[config.mk]
export PLATFORM = sky130hd
export DESIGN_NAME = cwwp_top
export DESIGN_NICKNAME = d
export VERILOG_FILES = /design/src/core/cwwp_pkg.sv /design/src/core/cwwp_top.sv /design/src/core/cwwp_word_reg.sv
export SDC_FILE = /design/constraint.sdc
export NUM_CORES = 1
export LEC_CHECK = 0
export ABC_AREA = 1
export BUFFER_PORTS_ARGS = -buffer_cell sky130_fd_sc_hd__buf_2
export CAP_MARGIN = 20
export CORE_ASPECT_RATIO = 2
export CORE_MARGIN = 3
export CORE_UTILIZATION = 25
export DETAILED_ROUTE_END_ITERATION = 16
export PLACE_DENSITY = 0.53
export SYNTH_ARGS = -nofsm -noshare
export SYNTH_HDL_FRONTEND = slang
export SYNTH_HIERARCHICAL = 1
export SYNTH_SLANG_ARGS = --single-unit
[constraint.sdc]
create_clock -name mclk_i -period 3.4 [get_ports mclk_i]
set_clock_uncertainty 0.2 [all_clocks]
set_input_delay 0.85 -clock mclk_i [delete_from_list [all_inputs] [get_ports mclk_i]]
set_output_delay 0.85 -clock mclk_i [all_outputs]
set_load 0.02 [all_outputs]
[src/core/cwwp_pkg.sv]
package cwwp_pkg;

	localparam int ADDR_W = 14;
	localparam int WORD_W = 14;
	localparam int PA_W   = 12;
	localparam int BND_W  = 13;

	localparam logic [ADDR_W-1:0] CFG1_ADDR = 14'h2007;
	localparam logic [ADDR_W-1:0] CFG2_ADDR = 14'h2008;

	// Implemented (stored) bits; all others read as one
	localparam logic [WORD_W-1:0] CFG1_IMPL   = 14'h137b;
	localparam logic [WORD_W-1:0] CFG2_IMPL   = 14'h0013;
	localparam logic [WORD_W-1:0] WORD_ERASED = 14'h3fff;
	localparam logic [WORD_W-1:0] UNMAPPED_RD = 14'h0000;

	// Word 1 field positions
	localparam int PLL_BIT   = 12;
	localparam int BOR_LSB   = 8;
	localparam int CP_BIT    = 6;
	localparam int RPIN_BIT  = 5;
	localparam int PWRT_BIT  = 4;
	localparam int WDT_BIT   = 3;
	localparam int OSC_LSB   = 0;
	// Word 2 field positions
	localparam int WRT_LSB   = 0;
	localparam int RSVD_BIT  = 4;

	// Program memory bounds (first writable address / end of memory)
	localparam logic [BND_W-1:0] BND_NONE   = 13'h0000;
	localparam logic [BND_W-1:0] BND_SMALL  = 13'h0200;
	localparam logic [BND_W-1:0] BND_MID_2K = 13'h0400;
	localparam logic [BND_W-1:0] BND_MID_4K = 13'h0800;
	localparam logic [BND_W-1:0] END_2K     = 13'h0800;
	localparam logic [BND_W-1:0] END_4K     = 13'h1000;

	typedef enum logic [1:0] {
		CWWP_WP_ALL   = 2'b00,
		CWWP_WP_MID   = 2'b01,
		CWWP_WP_SMALL = 2'b10,
		CWWP_WP_OFF   = 2'b11
	} cwwp_wrt_t;

	typedef struct packed {
		logic       pll_enable_opt;
		logic [1:0] brownout_mode_opt;
		logic       code_protect_opt;
		logic       reset_pin_function_opt;
		logic       powerup_timer_opt;
		logic       watchdog_enable_opt;
		logic [1:0] osc_select_opt;
	} cwwp_opts_t;

endpackage

[src/core/cwwp_top.sv]
`timescale 1ns/1ps
module cwwp_top #(
	parameter bit IS_4K = 1'b0
) (
	input  wire logic                             mclk_i,
	input  wire logic                             rst_i,
	input  wire logic                             nv_load_i,
	input  wire logic [cwwp_pkg::WORD_W-1:0]      nv_word1_i,
	input  wire logic [cwwp_pkg::WORD_W-1:0]      nv_word2_i,
	input  wire logic                             prog_mode_i,
	input  wire logic [cwwp_pkg::ADDR_W-1:0]      prog_addr_i,
	input  wire logic                             prog_wr_i,
	input  wire logic [cwwp_pkg::WORD_W-1:0]      prog_wdata_i,
	input  wire logic                             prog_rd_i,
	output logic      [cwwp_pkg::WORD_W-1:0]      prog_rdata_o,
	output logic                                  prog_rvalid_o,
	input  wire logic                             sw_req_i,
	input  wire logic [cwwp_pkg::PA_W-1:0]        sw_addr_i,
	output logic                                  sw_grant_o,
	output logic                                  sw_block_o,
	output cwwp_pkg::cwwp_opts_t                  opts_o,
	output cwwp_pkg::cwwp_wrt_t                   self_write_protect_sel_o
);
	////////////////////////////////////////////////////////////////////////////
	// Programming mode entry pin synchroniser
	logic prog_mode_meta_reg;
	logic prog_mode_reg;

	always_ff @(posedge mclk_i) begin
		if (rst_i) begin
			prog_mode_meta_reg <= 1'b0;
			prog_mode_reg      <= 1'b0;
		end else begin
			prog_mode_meta_reg <= prog_mode_i;
			prog_mode_reg      <= prog_mode_meta_reg;
		end
	end

	////////////////////////////////////////////////////////////////////////////
	// Configuration word storage
	logic                        hit1;
	logic                        hit2;
	logic                        wr1;
	logic                        wr2;
	logic [cwwp_pkg::WORD_W-1:0] word1;
	logic [cwwp_pkg::WORD_W-1:0] word2;

	assign hit1 = (prog_addr_i == cwwp_pkg::CFG1_ADDR);
	assign hit2 = (prog_addr_i == cwwp_pkg::CFG2_ADDR);
	// Core execution has no path here; only the programming port and the nonvolatile load write
	assign wr1  = prog_mode_reg && prog_wr_i && hit1;
	assign wr2  = prog_mode_reg && prog_wr_i && hit2;

	cwwp_word_reg #(
		.IMPL_MASK (cwwp_pkg::CFG1_IMPL)
	) u_word1 (
		.mclk_i      (mclk_i),
		.rst_i       (rst_i),
		.load_i      (nv_load_i),
		.load_data_i (nv_word1_i),
		.wr_i        (wr1),
		.wr_data_i   (prog_wdata_i),
		.word_o      (word1)
	);

	// Reserved bit 4 is stored as written so a verify shows what was programmed
	cwwp_word_reg #(
		.IMPL_MASK (cwwp_pkg::CFG2_IMPL)
	) u_word2 (
		.mclk_i      (mclk_i),
		.rst_i       (rst_i),
		.load_i      (nv_load_i),
		.load_data_i (nv_word2_i),
		.wr_i        (wr2),
		.wr_data_i   (prog_wdata_i),
		.word_o      (word2)
	);

	////////////////////////////////////////////////////////////////////////////
	// Programming read port
	logic [cwwp_pkg::WORD_W-1:0] rdata_next;

	always_comb begin
		if (hit1) begin
			rdata_next = word1;
		end else if (hit2) begin
			rdata_next = word2;
		end else begin
			rdata_next = cwwp_pkg::UNMAPPED_RD;
		end
	end

	always_ff @(posedge mclk_i) begin
		if (rst_i) begin
			prog_rdata_o <= cwwp_pkg::UNMAPPED_RD;
		end else if (prog_mode_reg && prog_rd_i) begin
			prog_rdata_o <= rdata_next;
		end
	end

	always_ff @(posedge mclk_i) begin
		if (rst_i) begin
			prog_rvalid_o <= 1'b0;
		end else begin
			prog_rvalid_o <= prog_mode_reg && prog_rd_i;
		end
	end

	////////////////////////////////////////////////////////////////////////////
	// Option decode of word 1
	always_comb begin
		opts_o.pll_enable_opt         = word1[cwwp_pkg::PLL_BIT];
		opts_o.brownout_mode_opt      = word1[cwwp_pkg::BOR_LSB +: 2];
		opts_o.code_protect_opt       = word1[cwwp_pkg::CP_BIT];
		opts_o.reset_pin_function_opt = word1[cwwp_pkg::RPIN_BIT];
		opts_o.powerup_timer_opt      = word1[cwwp_pkg::PWRT_BIT];
		opts_o.watchdog_enable_opt    = word1[cwwp_pkg::WDT_BIT];
		opts_o.osc_select_opt         = word1[cwwp_pkg::OSC_LSB +: 2];
	end

	////////////////////////////////////////////////////////////////////////////
	// Self-write protection decode
	localparam logic [cwwp_pkg::BND_W-1:0] MEM_END = IS_4K ? cwwp_pkg::END_4K : cwwp_pkg::END_2K;
	localparam logic [cwwp_pkg::BND_W-1:0] BND_MID =
		IS_4K ? cwwp_pkg::BND_MID_4K : cwwp_pkg::BND_MID_2K;

	logic [cwwp_pkg::BND_W-1:0] first_free;
	logic [cwwp_pkg::BND_W-1:0] sw_addr_ext;
	logic                       protected_hit;

	assign self_write_protect_sel_o = cwwp_pkg::cwwp_wrt_t'(word2[cwwp_pkg::WRT_LSB +: 2]);

	always_comb begin
		unique case (self_write_protect_sel_o)
			cwwp_pkg::CWWP_WP_OFF:   first_free = cwwp_pkg::BND_NONE;
			cwwp_pkg::CWWP_WP_SMALL: first_free = cwwp_pkg::BND_SMALL;
			cwwp_pkg::CWWP_WP_MID:   first_free = BND_MID;
			cwwp_pkg::CWWP_WP_ALL:   first_free = MEM_END;
		endcase
	end

	assign sw_addr_ext = {1'b0, sw_addr_i};
	// Addresses past the fitted memory are refused too, so a 2K part never aliases
	assign protected_hit = (sw_addr_ext < first_free) || (sw_addr_ext >= MEM_END);
	assign sw_grant_o    = sw_req_i && !protected_hit;
	assign sw_block_o    = sw_req_i && protected_hit;
endmodule

[src/core/cwwp_word_reg.sv]
`timescale 1ns/1ps
module cwwp_word_reg #(
	parameter logic [13:0] IMPL_MASK = 14'h3fff
) (
	input  wire logic        mclk_i,
	input  wire logic        rst_i,
	input  wire logic        load_i,
	input  wire logic [13:0] load_data_i,
	input  wire logic        wr_i,
	input  wire logic [13:0] wr_data_i,
	output logic      [13:0] word_o
);
	logic [13:0] word_reg;

	// Erased state is all ones until the nonvolatile copy arrives
	always_ff @(posedge mclk_i) begin
		if (rst_i) begin
			word_reg <= cwwp_pkg::WORD_ERASED;
		end else if (wr_i) begin
			word_reg <= wr_data_i;
		end else if (load_i) begin
			word_reg <= load_data_i;
		end
	end

	// Unimplemented positions are forced high on every read
	assign word_o = word_reg | ~IMPL_MASK;
endmodule

Yosys cells after proc, flatten, opt, wreduce, memory -nomap -nowiden
Cells that the tools add are included.

storage, ports and cells
  output and inout port bits = 28
  flip-flop bits (word level) = 35

cells by class
  $lt $le $gt $ge = 2
  reductions and logical operators = 11
  equal/unequal tests = 5
  muxes and demuxes = 7

operator list
  cell                                                 count
  case mux 13 bit (4 select lines)                     1
  equality test 14 bit, second input constant          2
  2-to-1 mux 14 bit                                    2
  2-to-1 mux 13 bit                                    2
  < comparator 12 x 13 -> 1 bit                        1
  >= comparator 12 bit, second input constant          1
  2-to-1 mux 5 bit                                     2
  logical AND 1 bit                                    6
  equality test 2 bit, second input constant           2
  nonzero test 2 bit                                   2
  equality test 2 x 1 -> 1 bit, second input constant  1
  zero test 2 bit                                      1
  zero test 1 bit                                      1
  logical OR 1 bit                                     1

Logic depth before layout (Yosys ltp)
  depth after elaboration = 6
  depth in mapped cells = 11
  gate-level depth less buffers = 9

By module
The synthesis kept the hierarchy.

by module, submodules not included
  module                   sequential area each (µm²)  area an instance (µm²)  cells each  instances
  cwwp_top                 340.3                       1061.0                  175         1
  cwwp_word_reg (u_word1)  180.2                       420.4                   56          1
  cwwp_word_reg (u_word2)  60.1                        212.7                   29          1

Worst setup path after synthesis
OpenSTA, ideal clock, no wires.

  kind = input port to output port
  start = input sw_addr_i[10] in the netlist's numbering
  end = output sw_block_o
  path slack = 0.687 ns
  buffers on the path = 0
  stages on the path = 6
  arrival time = 1.663 ns
  required time = 2.350 ns
  cell sequence = ha_1 > nand2_1 > nand2_1 > nand2_1 > nand2_1 > a21oi_1

between the ends
  longest elaborated chain between the ends = 3
  elaborated cells on any way between the ends = 4
  classes of those cells = order compare (2); reduce/logical (2)

ends and longest elaborated chain
  element                                                                RTL line         text
  start: declaration                                                     cwwp_top.sv:18   input wire logic [cwwp_pkg::PA_W-1:0] sw_addr_i,
  < comparator 12 x 13 -> 1 bit or >= comparator 12 bit (tied branches)  cwwp_top.sv:144  assign protected_hit = (sw_addr_ext < first_free) || (sw_addr_ext >= MEM_END);
  logical OR 1 bit *                                                     cwwp_top.sv:144
  logical AND 1 bit *                                                    cwwp_top.sv:146  assign sw_block_o = sw_req_i && protected_hit;
  end: declaration                                                       cwwp_top.sv:20   output logic sw_block_o,

Mark *: on every way between the ends. The rest lies on a longest branch, timed or not.

Worst setup path in the final report
Same ends and word-level chain as after synthesis.

==> qor.json <==
{
  "cts.repair.resized": {"value": 0},
  "detail-route-antenna-nets": {"value": 0},
  "cp_slowest_stage_delay": {"value": 0.27, "unit": "ns"},
  "drt_first_iter_violations": {"value": 39},
  "grt_first_pass_wirelength": {"value": 7.29, "unit": "mm"},
  "library_cell_appearing_most_often_on_the_critical_path": {"value": "sky130_fd_sc_hd__nand2_1"},
  "postCtsHoldBufs": {"value": 0},
  "r2r.worst_path.cells": {"value": 5},
  "synth.ff_latch_count": {"value": 29},
  "number_of_global_route_vias_before_repair": {"value": 1584},
  "status": {"value": "complete, no violations"},
  "cts.clk_slew.worst_paths": {"value": 0.05, "unit": "ns"},
  "worst_skew_pair.late_latency": {"value": 0.27, "unit": "ns"},
  "initial_core_util": {"value": 26.2, "unit": "%"},
  "leakagePower": {"value": 1.13, "unit": "nW"},
  "cts_inserted_buffers": {"value": 5},
  "number_of_maximum_capacitance_constraint_violations": {"value": 0},
  "timing.setup.critical_path_class": {"value": "primary input to output pin"},
  "globalRouteTotalUtil": {"value": 11.8, "unit": "%"},
  "synth.cell_area": {"value": 0.00169, "unit": "mm²"},
  "totalWireLength": {"value": 4.47, "unit": "mm"},
  "buffer_ports.inserted": {"value": 72},
  "cp_slowest_cell": {"value": "sky130_fd_sc_hd__ha_1"},
  "half_perimeter_wire_length_after_detailed_placement": {"value": 3.51, "unit": "mm"},
  "avgRoutedWirePerCell": {"value": 10.8, "unit": "µm"},
  "antenna-diode-count": {"value": 0},
  "cts.repair_timing.setup_buffer_count": {"value": 0},
  "timing.setup.tns": {"value": 0, "unit": "ns"},
  "dp_slack": {"value": 0.595, "unit": "ns"},
  "rsz0062_at_grt": {"value": "no"},
  "cts_tree": {"value": "yes"},
  "seq_total_area_yosys": {"value": 34.3, "unit": "%"},
  "core-area": {"value": 0.00646, "unit": "mm²"},
  "grt.overflow.total": {"value": 0},
  "startpoint_type_of_the_worst_setup_path": {"value": "primary input"},
  "worst_ep_required_time": {"value": 2.35, "unit": "ns"},
  "antenna_found_initial": {"value": 0},
  "final_nets": {"value": 404},
  "ioPinCount": {"value": 103},
  "critPathArrivalTime": {"value": 1.75, "unit": "ns"},
  "fin_ws": {"value": 0.598, "unit": "ns"},
  "critical_path.cell_chain": {"value": "buf_2 > ha_1 > nand2_1 > nand2_1 > nand2_1 > nand2_1 > a21oi_1 > buf_2"},
  "clock_tree.buffer_depth": {"value": 2},
  "cts.sink_count": {"value": 29},
  "critPathCaptureType": {"value": "output pin"},
  "dr.pass1.iters": {"value": 4},
  "maxSlewViolCount": {"value": 0},
  "flip_flop_count_of_the_largest_register_all_copies_and_words_added": {"value": 14},
  "maxSlewHeadroom": {"value": 63.1, "unit": "%"},
  "syn-mean-instance-area": {"value": 6.52, "unit": "µm²"},
  "worst_max_slew_pin_slew": {"value": 0.554, "unit": "ns"},
  "fin_util": {"value": 33.7, "unit": "%"},
  "drt-vias-per-instance": {"value": 4.21},
  "hold_violations": {"value": 0},
  "synthesis.instances": {"value": 260},
  "hp-class": {"value": "register to register"},
  "dieHeight": {"value": 122, "unit": "µm"},
  "cts.htree.levels": {"value": 2},
  "timing.final.crit_share": {"value": 82.4, "unit": "%"},
  "maxClockFrequency": {"value": 0.357, "unit": "GHz"},
  "rows": {"value": 41},
  "final.hold.worst_slack": {"value": 0.202, "unit": "ns"},
  "gp_routability_congestion": {"value": 0.772},
  "final_layout_size_suffix_gt1_share": {"value": 27.8, "unit": "%"},
  "power.ir.vdd_worst": {"value": 0.328, "unit": "mV"},
  "timing.hold.worst_path_depth": {"value": 2},
  "synth.yosys.warnings": {"value": 6},
  "fin_crit": {"value": 2.80, "unit": "ns"},
  "vias": {"value": 1740},
  "setup-violations-final": {"value": 0},
  "yosysUniqueCellTypes": {"value": 20},
  "remaining_drc_errors": {"value": 0},
  "design.die.area": {"value": 0.00786, "unit": "mm²"},
  "grt_max_degree": {"value": 30},
  "p_per_area": {"value": 423, "unit": "mW/mm²"},
  "synthToLayoutAreaGrowth": {"value": 28.6, "unit": "%"},
  "worst-path-max-fanout": {"value": 2},
  "chipWidth": {"value": 64.2, "unit": "µm"},
  "cts_root_buf": {"value": "sky130_fd_sc_hd__clkbuf_16"}
}
## critical path, delay by kind of cell
| family | cells | cell delay, ns |
|---|---|---|
| fa+ha+maj | 1 | 0.27 |
| compound gates | 1 | 0.13 |
| buf+inv | 2 | 0.28 |
| simple gates | 4 | 0.23 |
## synthesized netlist by cell type, drive strengths merged
cell	count	share of area [%]
nand3	66	19
nor2	44	11
nand2	42	9.5
inv	31	6.9
dfxtp	29	34
buf	27	11
a21oi	13	3.8
conb	2	0.44
ha	2	1.5
nor3	2	0.89
clkbuf	1	0.22
nand3b	1	0.44
## logic make-up (layout without fill, tap and decap cells)
group | after synthesis | in the layout | share of synthesized area (%)
fa+ha+maj | 2 | 2 | 1.48
flops | 29 | 29 | 34.3
compound gates | 13 | 13 | 3.84
other cells | 2 | 16 | 0.443
simple gates | 155 | 155 | 41.5
buf+inv | 59 | 112 | 18.5
## power breakdown
group	internal [W]	switching, W	leakage (nW)	total, W
combinational	0.0000511	0.0000763	0.821	0.000127
sequential	0.000358	0.0000121	0.239	0.000370
clock	0.000286	0.000138	0.0700	0.000424
## per-layer routing
metal / vias to the layer above / global-route usage, % / wire, µm
li1: 926 / - / -
met1: 768 / 12.3 / 1630
met2: 40 / 22.7 / 2570
met3: 6 / 2.29 / 189
met4: 0 / 4.37 / 77
met5: - / 0 / 0
## metrics by stage
| step | std cells | instance area, µm² | total power, W |
|---|---|---|---|
| 2_1_floorplan | 274 | 1750 | 0.000464 |
| 3_3_place_gp | 406 | 2040 | 0.000505 |
| 3_5_place_dp | 406 | 2040 | 0.000506 |
| 4_1_cts | 413 | 2180 | 0.000937 |
| 5_1_grt | 413 | 2180 | 0.000964 |
| 6_report | 413 | 2180 | 0.000922 |
## area by class of cell
type                    instances  area (µm²)
repair buffers                 74         375
well taps                      86         108
flip-flops and latches         29         581
fillers                       790        4290
inverters                      31         116
clock buffers                   7         143
multi-input cells             186         856
## placed cells by master (no fill, tap or decap), types with 2 or more instances in the layout
cell type	instances
sky130_fd_sc_hd__buf_4	2
sky130_fd_sc_hd__nand3_1	66
sky130_fd_sc_hd__ha_1	2
sky130_fd_sc_hd__a21oi_1	13
sky130_fd_sc_hd__nor2_4	2
sky130_fd_sc_hd__nor2_1	37
sky130_fd_sc_hd__nor2_2	5
sky130_fd_sc_hd__conb_1	16
sky130_fd_sc_hd__inv_2	2
sky130_fd_sc_hd__buf_2	72
sky130_fd_sc_hd__nand2_1	41
sky130_fd_sc_hd__dfxtp_1	29
sky130_fd_sc_hd__clkbuf_16	5
sky130_fd_sc_hd__inv_1	29
## worst paths after layout
path                            from                   to  slack (ns)
hold / removal    prog_mode_meta_reg        prog_mode_reg        0.20
hold reg to reg   prog_mode_meta_reg        prog_mode_reg        0.20
setup / recovery       sw_addr_i[10]           sw_block_o        0.60
setup reg to reg       prog_mode_reg  u_word2/word_reg[0]        1.93
Note: power is estimated with default switching activity, not from simulation.
